[src/verilog/modbus_slave_defs.vh]
// Operation
// - node address from five weighted switches, first switch is bit zero, range 0 to 31
// - addresses 32 to 255 come from a software-set address register
// - coil objects from 00001 use codes 1,5,15; discrete inputs from 10001 use 2
// - input registers from 30001 use code 3; holding registers from 40001 use 4,6,16
// - all stored data is 16-bit registers, reached by RTU or ASCII framing
// - factory setup is 19200 baud, no parity, 8 data, 1 stop, 0 ms, RTU
// - restore switch on at power-up loads factory setup and clears stored registers
// - rate codes 0..6 pick 2400..115200 baud, other values mean value times ten
// - parity codes: 0 none, 1 odd, 2 even, 3 forced zero, 4 forced one
// - one register holds stop-bit count and data-bit count
// - reply waits the response-delay register in milliseconds
// - mode register 0 selects RTU, 1 selects ASCII
// - watchdog times out in ms without valid frame and forces default outputs
// - watchdog value zero, the reset value, disables forcing
// - communication indicator lit while answering a correct frame
// - each output indicator lit while its output is on, one clock later
`ifndef MODBUS_SLAVE_DEFS_VH
`define MODBUS_SLAVE_DEFS_VH

// ----------------------------------------------------------------
// register indices
// ----------------------------------------------------------------
`define IDX_VERSION      8'h00
`define IDX_SWITCHES     8'h01
`define IDX_RATE         8'h02
`define IDX_BITS         8'h03
`define IDX_PARITY       8'h04
`define IDX_DELAY        8'h05
`define IDX_MODE         8'h06
`define IDX_NODE_ADDR    8'h07
`define IDX_TIMEOUT      8'h08
`define IDX_DEF_OUT      8'h0C
`define IDX_OUTPUTS      8'h33

// ----------------------------------------------------------------
// function codes and reference bases
// ----------------------------------------------------------------
`define FC_RD_COILS      8'h01
`define FC_RD_INPUTS     8'h02
`define FC_RD_INREGS     8'h03
`define FC_RD_HOLDREGS   8'h04
`define FC_WR_COIL       8'h05
`define FC_WR_REG        8'h06
`define FC_WR_COILS      8'h0F
`define FC_WR_REGS       8'h10
`define REF_COIL         17'h00001
`define REF_INPUT        17'h02711
`define REF_INREG        17'h07531
`define REF_HOLDREG      17'h09C41

// ----------------------------------------------------------------
// factory values and encodings
// ----------------------------------------------------------------
`define RATE_DEFAULT     16'h0003
`define BAUD_DEFAULT     32'h00004B00
`define BITS_DEFAULT     16'h0108
`define PARITY_DEFAULT   16'h0000
`define DELAY_DEFAULT    16'h0000
`define MODE_DEFAULT     16'h0000
`define TIMEOUT_DEFAULT  16'h0000
`define ZERO16           16'h0000
`define DATA7            8'h07
`define STOP2            8'h02
`define MODE_ASCII       16'h0001
`define PAR_ODD          16'h0001
`define PAR_EVEN         16'h0002
`define PAR_ZERO         16'h0003
`define PAR_ONE          16'h0004
`define RATE_CODE_MAX    16'h0006
`define RATE_SCALE       10
`define CLK_HZ           20000000
`define MS_PER_S         1000
`define ADDR_SW_MAX      8'h1F

`endif

[src/verilog/ms_tick.v]
`include "modbus_slave_defs.vh"

module ms_tick #(
    parameter CYCLES = 20000
) (
    // clock and reset
    input  wire clk,
    input  wire rst,
    // tick
    output reg  tick
);
    reg [31:0] count_reg;

    always @(posedge clk) begin
        if (rst) begin
            count_reg <= 32'h0;
            tick      <= 1'b0;
        end else if (count_reg == CYCLES - 1) begin
            count_reg <= 32'h0;
            tick      <= 1'b1;
        end else begin
            count_reg <= count_reg + 32'h1;
            tick      <= 1'b0;
        end
    end
endmodule // ms_tick

[src/verilog/modbus_slave_config_watchdog.v]
`include "modbus_slave_defs.vh"

module modbus_slave_config_watchdog #(
    parameter MS_CYCLES = `CLK_HZ / `MS_PER_S,
    parameter VERSION   = 16'h0101      // arbitrary value
) (
    // clock and reset
    input  wire        clk,
    input  wire        rst,
    // switches, asynchronous pins
    input  wire        addr_switch_weight_1,
    input  wire        addr_switch_weight_2,
    input  wire        addr_switch_weight_4,
    input  wire        addr_switch_weight_8,
    input  wire        addr_switch_weight_16,
    input  wire        factory_restore_switch,
    // decoded request from frame engine
    input  wire        req_valid,
    input  wire [7:0]  req_node,
    input  wire [7:0]  req_func,
    input  wire [16:0] req_ref,
    input  wire [15:0] req_wdata,
    input  wire        frame_error,
    input  wire        reply_sent,
    // answer to frame engine
    output reg         rsp_valid,
    output reg  [15:0] rsp_rdata,
    output reg         rsp_exception,
    output reg         reply_go,
    // serial setup for the line engine
    output reg  [31:0] baud_rate,
    output reg  [2:0]  parity_mode,
    output reg         data_bits_8,
    output reg         stop_bits_2,
    output reg         ascii_mode,
    output reg  [7:0]  node_addr,
    // outputs and indicators
    output reg  [7:0]  outputs,
    output reg  [7:0]  output_led,
    output reg         comm_led,
    output reg         wdog_fired
);
    // ------------------------------------------------------------
    // pin synchronisers
    // ------------------------------------------------------------
    wire [5:0] pins = {factory_restore_switch, addr_switch_weight_16, addr_switch_weight_8,
                       addr_switch_weight_4, addr_switch_weight_2, addr_switch_weight_1};
    reg  [5:0] s1_reg, s2_reg, s3_reg, sw_reg;
    always @(posedge clk) begin
        if (rst) begin
            s1_reg <= 6'h00;
            s2_reg <= 6'h00;
            s3_reg <= 6'h00;
            sw_reg <= 6'h00;
        end else begin
            s1_reg <= pins;
            s2_reg <= s1_reg;
            s3_reg <= s2_reg;
            sw_reg <= (s2_reg & s3_reg) | (sw_reg & (s2_reg | s3_reg));
        end
    end

    // ------------------------------------------------------------
    // millisecond tick
    // ------------------------------------------------------------
    wire ms;
    ms_tick #(.CYCLES(MS_CYCLES)) u_tick (
        .clk  (clk),
        .rst  (rst),
        .tick (ms)
    );

    // ------------------------------------------------------------
    // power-up sequence
    // ------------------------------------------------------------
    localparam ST_SETTLE = 3'b001;
    localparam ST_LOAD   = 3'b010;
    localparam ST_RUN    = 3'b100;
    reg [2:0] state_reg;
    reg [1:0] settle_reg;

    // ------------------------------------------------------------
    // registers
    // ------------------------------------------------------------
    reg [15:0] serial_rate_select_reg;
    reg [15:0] frame_bit_counts_reg;
    reg [15:0] parity_select_reg;
    reg [15:0] reply_delay_ms_reg;
    reg [15:0] framing_mode_select_reg;
    reg [15:0] comm_timeout_ms_reg;

    reg [15:0] soft_addr_reg;
    reg [15:0] default_out_reg;
    reg [15:0] wdog_cnt_reg;
    reg [15:0] delay_cnt_reg;
    reg        replying_reg;

    // ------------------------------------------------------------
    // request decode
    // ------------------------------------------------------------
    wire [7:0]  sw_addr  = {3'b000, sw_reg[4:0]};
    wire [7:0]  my_addr  = (soft_addr_reg[7:0] > `ADDR_SW_MAX) ?
                           soft_addr_reg[7:0] : sw_addr;
    wire        for_me   = req_valid && (req_node == my_addr) && (state_reg == ST_RUN);

    wire [16:0] off_coil = req_ref - `REF_COIL;
    wire [16:0] off_in   = req_ref - `REF_INPUT;
    wire [16:0] off_ir   = req_ref - `REF_INREG;
    wire [16:0] off_hr   = req_ref - `REF_HOLDREG;

    reg        r_ok;
    reg        w_reg;
    reg        w_coil;
    reg [7:0]  idx;
    reg [15:0] rd;

    always @* begin
        r_ok   = 1'b0;
        w_reg  = 1'b0;
        w_coil = 1'b0;
        idx    = off_hr[7:0];
        rd     = `ZERO16;

        case (req_func)
            `FC_RD_COILS, `FC_WR_COIL, `FC_WR_COILS: begin
                r_ok   = (off_coil < 17'h8);
                w_coil = r_ok && (req_func != `FC_RD_COILS);
                rd     = {15'h0, outputs[off_coil[2:0]]};
            end
            `FC_RD_INPUTS: begin
                r_ok = (off_in < 17'h6);
                rd   = {15'h0, sw_reg[off_in[2:0]]};
            end
            `FC_RD_INREGS: begin
                r_ok = (off_ir < 17'h2);
                rd   = off_ir[0] ? {10'h0, sw_reg} : VERSION;
            end
            `FC_RD_HOLDREGS, `FC_WR_REG, `FC_WR_REGS: begin
                r_ok  = (off_hr < 17'h100);
                w_reg = r_ok && (req_func != `FC_RD_HOLDREGS);
                case (idx)
                    `IDX_RATE:      rd = serial_rate_select_reg;
                    `IDX_BITS:      rd = frame_bit_counts_reg;
                    `IDX_PARITY:    rd = parity_select_reg;
                    `IDX_DELAY:     rd = reply_delay_ms_reg;
                    `IDX_MODE:      rd = framing_mode_select_reg;
                    `IDX_NODE_ADDR: rd = soft_addr_reg;
                    `IDX_TIMEOUT:   rd = comm_timeout_ms_reg;
                    `IDX_DEF_OUT:   rd = default_out_reg;
                    `IDX_OUTPUTS:   rd = {8'h00, outputs};
                    default:        rd = `ZERO16;
                endcase
            end
            default: r_ok = 1'b0;
        endcase
    end

    // ------------------------------------------------------------
    // baud decode
    // ------------------------------------------------------------
    reg [31:0] rate_dec;
    always @* begin
        case (serial_rate_select_reg)
            16'h0000: rate_dec = 32'd2400;
            16'h0001: rate_dec = 32'd4800;
            16'h0002: rate_dec = 32'd9600;
            16'h0003: rate_dec = 32'd19200;
            16'h0004: rate_dec = 32'd38400;
            16'h0005: rate_dec = 32'd57600;
            16'h0006: rate_dec = 32'd115200;
            default:  rate_dec = {16'h0, serial_rate_select_reg} * `RATE_SCALE;
        endcase
    end

    // ------------------------------------------------------------
    // main sequential logic
    // ------------------------------------------------------------
    always @(posedge clk) begin
        if (rst) begin
            state_reg               <= ST_SETTLE;
            settle_reg              <= 2'b00;

            serial_rate_select_reg  <= `RATE_DEFAULT;
            frame_bit_counts_reg    <= `BITS_DEFAULT;
            parity_select_reg       <= `PARITY_DEFAULT;
            reply_delay_ms_reg      <= `DELAY_DEFAULT;
            framing_mode_select_reg <= `MODE_DEFAULT;
            comm_timeout_ms_reg     <= `TIMEOUT_DEFAULT;

            soft_addr_reg           <= `ZERO16;
            default_out_reg         <= `ZERO16;
            wdog_cnt_reg            <= `ZERO16;
            delay_cnt_reg           <= `ZERO16;
            replying_reg            <= 1'b0;

            rsp_valid               <= 1'b0;
            rsp_rdata               <= `ZERO16;
            rsp_exception           <= 1'b0;
            reply_go                <= 1'b0;

            outputs                 <= 8'h00;
            output_led              <= 8'h00;
            comm_led                <= 1'b0;
            wdog_fired              <= 1'b0;

            baud_rate               <= `BAUD_DEFAULT;
            parity_mode             <= 3'b000;
            data_bits_8             <= 1'b1;
            stop_bits_2             <= 1'b0;
            ascii_mode              <= 1'b0;
            node_addr               <= 8'h00;
        end else begin
            rsp_valid <= 1'b0;
            reply_go  <= 1'b0;

            case (state_reg)
                ST_SETTLE: begin
                    // wait until the switch filters have filled
                    settle_reg <= settle_reg + 2'b01;
                    if (settle_reg == 2'b11)
                        state_reg <= ST_LOAD;
                end
                ST_LOAD: begin
                    if (sw_reg[5]) begin
                        serial_rate_select_reg  <= `RATE_DEFAULT;
                        frame_bit_counts_reg    <= `BITS_DEFAULT;
                        parity_select_reg       <= `PARITY_DEFAULT;
                        reply_delay_ms_reg      <= `DELAY_DEFAULT;
                        framing_mode_select_reg <= `MODE_DEFAULT;
                        comm_timeout_ms_reg     <= `TIMEOUT_DEFAULT;
                        soft_addr_reg           <= `ZERO16;
                        default_out_reg         <= `ZERO16;
                        outputs                 <= 8'h00;
                    end
                    state_reg <= ST_RUN;
                end
                ST_RUN: begin
                    if (for_me) begin
                        rsp_valid     <= 1'b1;
                        rsp_rdata     <= rd;
                        rsp_exception <= !r_ok;
                        replying_reg  <= 1'b1;
                        delay_cnt_reg <= reply_delay_ms_reg;
                        wdog_cnt_reg  <= comm_timeout_ms_reg;
                        wdog_fired    <= 1'b0;

                        if (w_coil)
                            outputs[off_coil[2:0]] <= req_wdata[0];
                        if (w_reg) begin
                            case (idx)
                                `IDX_RATE:      serial_rate_select_reg  <= req_wdata;
                                `IDX_BITS:      frame_bit_counts_reg    <= req_wdata;
                                `IDX_PARITY:    parity_select_reg       <= req_wdata;
                                `IDX_DELAY:     reply_delay_ms_reg      <= req_wdata;
                                `IDX_MODE:      framing_mode_select_reg <= req_wdata;
                                `IDX_NODE_ADDR: soft_addr_reg           <= req_wdata;
                                `IDX_TIMEOUT:   comm_timeout_ms_reg     <= req_wdata;
                                `IDX_DEF_OUT:   default_out_reg         <= req_wdata;
                                `IDX_OUTPUTS:   outputs                 <= req_wdata[7:0];
                                default:        rsp_exception           <= 1'b0;
                            endcase
                        end
                    end else begin
                        if (replying_reg) begin
                            if (delay_cnt_reg == `ZERO16)
                                reply_go <= !reply_go && !comm_led;
                            else if (ms)
                                delay_cnt_reg <= delay_cnt_reg - 16'h0001;
                            if (reply_sent)
                                replying_reg <= 1'b0;
                        end

                        if (comm_timeout_ms_reg == `ZERO16) begin
                            wdog_cnt_reg <= `ZERO16;
                        end else if (ms && wdog_cnt_reg != `ZERO16) begin
                            wdog_cnt_reg <= wdog_cnt_reg - 16'h0001;
                            if (wdog_cnt_reg == 16'h0001) begin
                                outputs    <= default_out_reg[7:0];
                                wdog_fired <= 1'b1;
                            end
                        end
                    end
                end
                default: state_reg <= ST_SETTLE;
            endcase

            comm_led    <= replying_reg && (delay_cnt_reg == `ZERO16) && !reply_sent;
            output_led  <= outputs;
            baud_rate   <= rate_dec;
            case (parity_select_reg)
                `PAR_ODD:  parity_mode <= 3'b001;
                `PAR_EVEN: parity_mode <= 3'b010;
                `PAR_ZERO: parity_mode <= 3'b011;
                `PAR_ONE:  parity_mode <= 3'b100;
                default:   parity_mode <= 3'b000;
            endcase

            data_bits_8 <= (frame_bit_counts_reg[7:0] != `DATA7);
            stop_bits_2 <= (frame_bit_counts_reg[15:8] == `STOP2);
            ascii_mode  <= (framing_mode_select_reg == `MODE_ASCII);
            node_addr   <= my_addr;
        end
    end
endmodule // modbus_slave_config_watchdog

[config.mk]
export PLATFORM = sky130hd
export DESIGN_NAME = modbus_slave_config_watchdog
export DESIGN_NICKNAME = d
export VERILOG_FILES = /design/src/verilog/ms_tick.v /design/src/verilog/modbus_slave_config_watchdog.v
export VERILOG_INCLUDE_DIRS = /design/src /design/src/verilog
export SDC_FILE = /design/constraint.sdc
export NUM_CORES = 1
export LEC_CHECK = 0
export BUFFER_PORTS_ARGS = -buffer_cell sky130_fd_sc_hd__buf_2
export CAP_MARGIN = 0
export CORE_MARGIN = 3
export CORE_UTILIZATION = 52
export DETAILED_ROUTE_END_ITERATION = 16
export PLACE_DENSITY = 0.74
export SYNTH_ARGS = -nofsm -noshare
export SYNTH_HDL_FRONTEND = slang
export SYNTH_SLANG_ARGS = --single-unit
export TNS_END_PERCENT = 100
[constraint.sdc]
create_clock -name clk -period 3.2 [get_ports clk]
set_input_delay 0.48 -clock clk [delete_from_list [all_inputs] [get_ports clk]]
set_output_delay 0.48 -clock clk [all_outputs]
set_load 0.03 [all_outputs]
==> results.md <==
* H-Tree Depth at 1
* Yosys warns at 0
* CTS tree: done
* Die footprint at around 32000 um2
* Worst R2R Setup Slack at 0.18 ns
* Primary FF master, synth: dfxtp_1
* CP Class: reg2reg
* Initial core utilization at 53.4%
* Final setup viols at 0
* Commonest non-fill, non-tap cells in the layout: dfxtp_1, nand2_1, mux2i_1
* Pin count of the biggest net entering global routing at 63
* Row cnt at 62
* Unrepaired setup endpoints after global routing: no
* Vias in the first global route at 13200
* Crit path buf inv count at 1
* Max_slew headroom at 21.1%
* Worst slew pin tran at between 1 and 1.5 ns
* # fillers at roughly 2400
* Die H at between 150 and 200 um
* Synth Cell Area at roughly 15000 um2
* Post-route ant nets at 0
* Global-route wire length before repair at 73.1 mm
* Cts hold-fix bufs at 0
* Clock Tree Buf Depth at 3
* Yosys cell types at 89
* F_max at 0.332 GHz
* # clock sinks at between 200 and 300
* Worst EP arrival at 3.48 ns
* EDFF count, synth at 0
* Largest area contributor in the netlist: dfxtp_1
* Initial antenna violation count at 3
* Post-CTS setup buffers at 0
* CTS Root Cell: clkbuf_16
* Aggregate global routing overflow at 0
* Setup TNS at 0 ns
* Latest clock arrival within the worst-skew pair at a little under 0.6 ns
* Yosys reg bits at about 290
* XOR/XNOR Fraction of Synth Area at 3.79%
* Crit-path max FO at 7
* Commonest non-fill, non-tap cell in the layout: dfxtp_1
* Outcome: finished clean
* R2R depth at 8
* Synth Area in Compound Gates at 15.8%
* Core area at between 20000 and 30000 um2
* Max stage delay on crit path at 0.54 ns
* Input/output buffers at 128
* Crit path cell chain: or3_1 -> mux2i_1 -> or3_1 -> o41ai_2 -> buf_4 -> or3_1 -> nor4_1 -> a211o_1
* Share of cells above drive strength 1 at 18.1%
* Initial DRC Count at 1635
* First drt pass iteration count at 8
* Ys async rst share at 0%
* Area Overhead vs Synth at 17.4%
* Fin crit share at 94.2%
* WL/cell at 20.2 um
* Final hold vios at 0
* Largest family of logic cells by synthesized area: simple AND/OR/NAND/NOR gates
* Nets at 2033
* Gpl congestion at 0.984
* CTS clk-pin slew, worst paths at 0.06 ns
* Cells after Synth at approximately 1800
* Total wire length at ~47 mm
* Mux cell area share after synthesis at a little under a tenth
* Cts repair resizes at 0
* Most used cell, CP: or3_1
* Required @ worst endpoint at ~3.7 ns
* Slew Viols, Final at 0
* Critical path launch point type: register
* Simple-Gate Fraction of Synth Area at between 20% and 30%
* Post-synthesis area per instance at 8.82 um2
* Crit-path leading delay family: simple AND/OR/NAND/NOR gates
* Adder-Cell Fraction of Synth Area at 3.18%
* Area share of the largest cell type after synthesis at 37.8%
* Synth top area cells: dfxtp_1, mux2i_1, nand2_1, nor2_1, ha_1
* Total GRT Usage at between 20% and 30%
* WP depth at 8
* Total number of vias at 14400
* Chip width at around 180 um
* Max-cap violations at 0
* DRC at 0
* Detail Placement HPWL at 35.5 mm
* Slowest cell on the critical path: or3_1
* Largest register FFs at 32
* Hold_ws at 0.102 ns
* Crit end category: register
* PD cells at 419 nW/um2
* Worst Hold Class: in2reg
* Clock skew at 0.0254 ns
* Vias per cell at 6.15
* LEAKAGE at 7.92 nW
* I/O pin count at approximately 140
* Max VDD drop at 0.421 mV
* Min cycle time layout at 3.02 ns
* CTS Buf Count at 31
* Post-synthesis sequential area ratio at 37.8%
* Hold path depth at 2
[layout make-up]
type	instances	area, um2	share of cell area (%)
Antenna cell	1	2.50	0.0138
Clock buffer	45	898	4.94
Clock inverter	13	96.3	0.530
Inverter	29	109	0.598
Multi-Input combinational cell	1331	9010	49.5
Sequential cell	293	5870	32.2
Tap cell	384	480	2.64
Timing Repair Buffer	249	1730	9.49
[power by group]
part           total [mW]  switching, mW  internal, mW  leakage [nW]
clock                3.48           1.52          1.96         0.491
sequential           3.68         0.0132          3.67          2.36
combinational       0.458          0.290         0.168          5.07
total                7.62           1.83          5.80          7.92
[per-stage QoR]
stage	area, um2	total power, mW	std cells	util [%]	setup WS (ns)
2_1_floorplan	15600	4.05	1770	-	0.0119
3_3_place_gp	17200	4.20	2286	59.3	-0.155
3_5_place_dp	17200	4.21	2286	59.3	-0.230
4_1_cts	18200	7.65	2344	62.7	0.181
5_1_grt	18200	7.84	2345	62.7	0.0955
6_report	18200	7.62	2345	62.7	0.185
[Yosys cell counts, drive strengths merged (7+ instances only)]
master / count
a211oi: 25
a21o: 10
a21oi: 44
a222oi: 25
a22oi: 18
a31oi: 13
a32oi: 11
and2: 10
and3: 33
and4: 14
buf: 50
clkbuf: 67
dfxtp: 293
ha: 37
inv: 29
mux2i: 137
nand2: 197
nand2b: 71
nand3: 55
nand3b: 7
nand4: 27
nor2: 131
nor2b: 38
nor3: 53
nor3b: 11
nor4: 50
nor4b: 8
o211ai: 17
o21ai: 55
o31ai: 9
or2: 12
or3: 17
or4: 11
xnor2: 34
xor2: 33
[per-layer routing]
layer	up-vias	track usage, %	part of all wire, %
met3	113	5.24	8.9
met5	-	0	0.044
met4	4	8.60	2.8
met1	6836	39.3	43
li1	6794	-	-
met2	664	46.3	45
[worst paths after layout]
kind	startpoint	end
max	soft_addr_reg[5]	wdog_cnt_reg[9]
min	reply_sent	comm_led
max reg2reg	soft_addr_reg[5]	wdog_cnt_reg[9]
min reg2reg	s1_reg[4]	s2_reg[4]
[cells by family (layout without fill, tap and decap cells)]
logic type,count (synthesis),in the layout
compound gates,316,316
xor+xnor,67,67
fa+ha+maj,39,39
buf+inv,146,336
flops,293,293
mux,140,140
other cells,1,14
simple gates,756,756
Power figures use the tool's default switching activity.
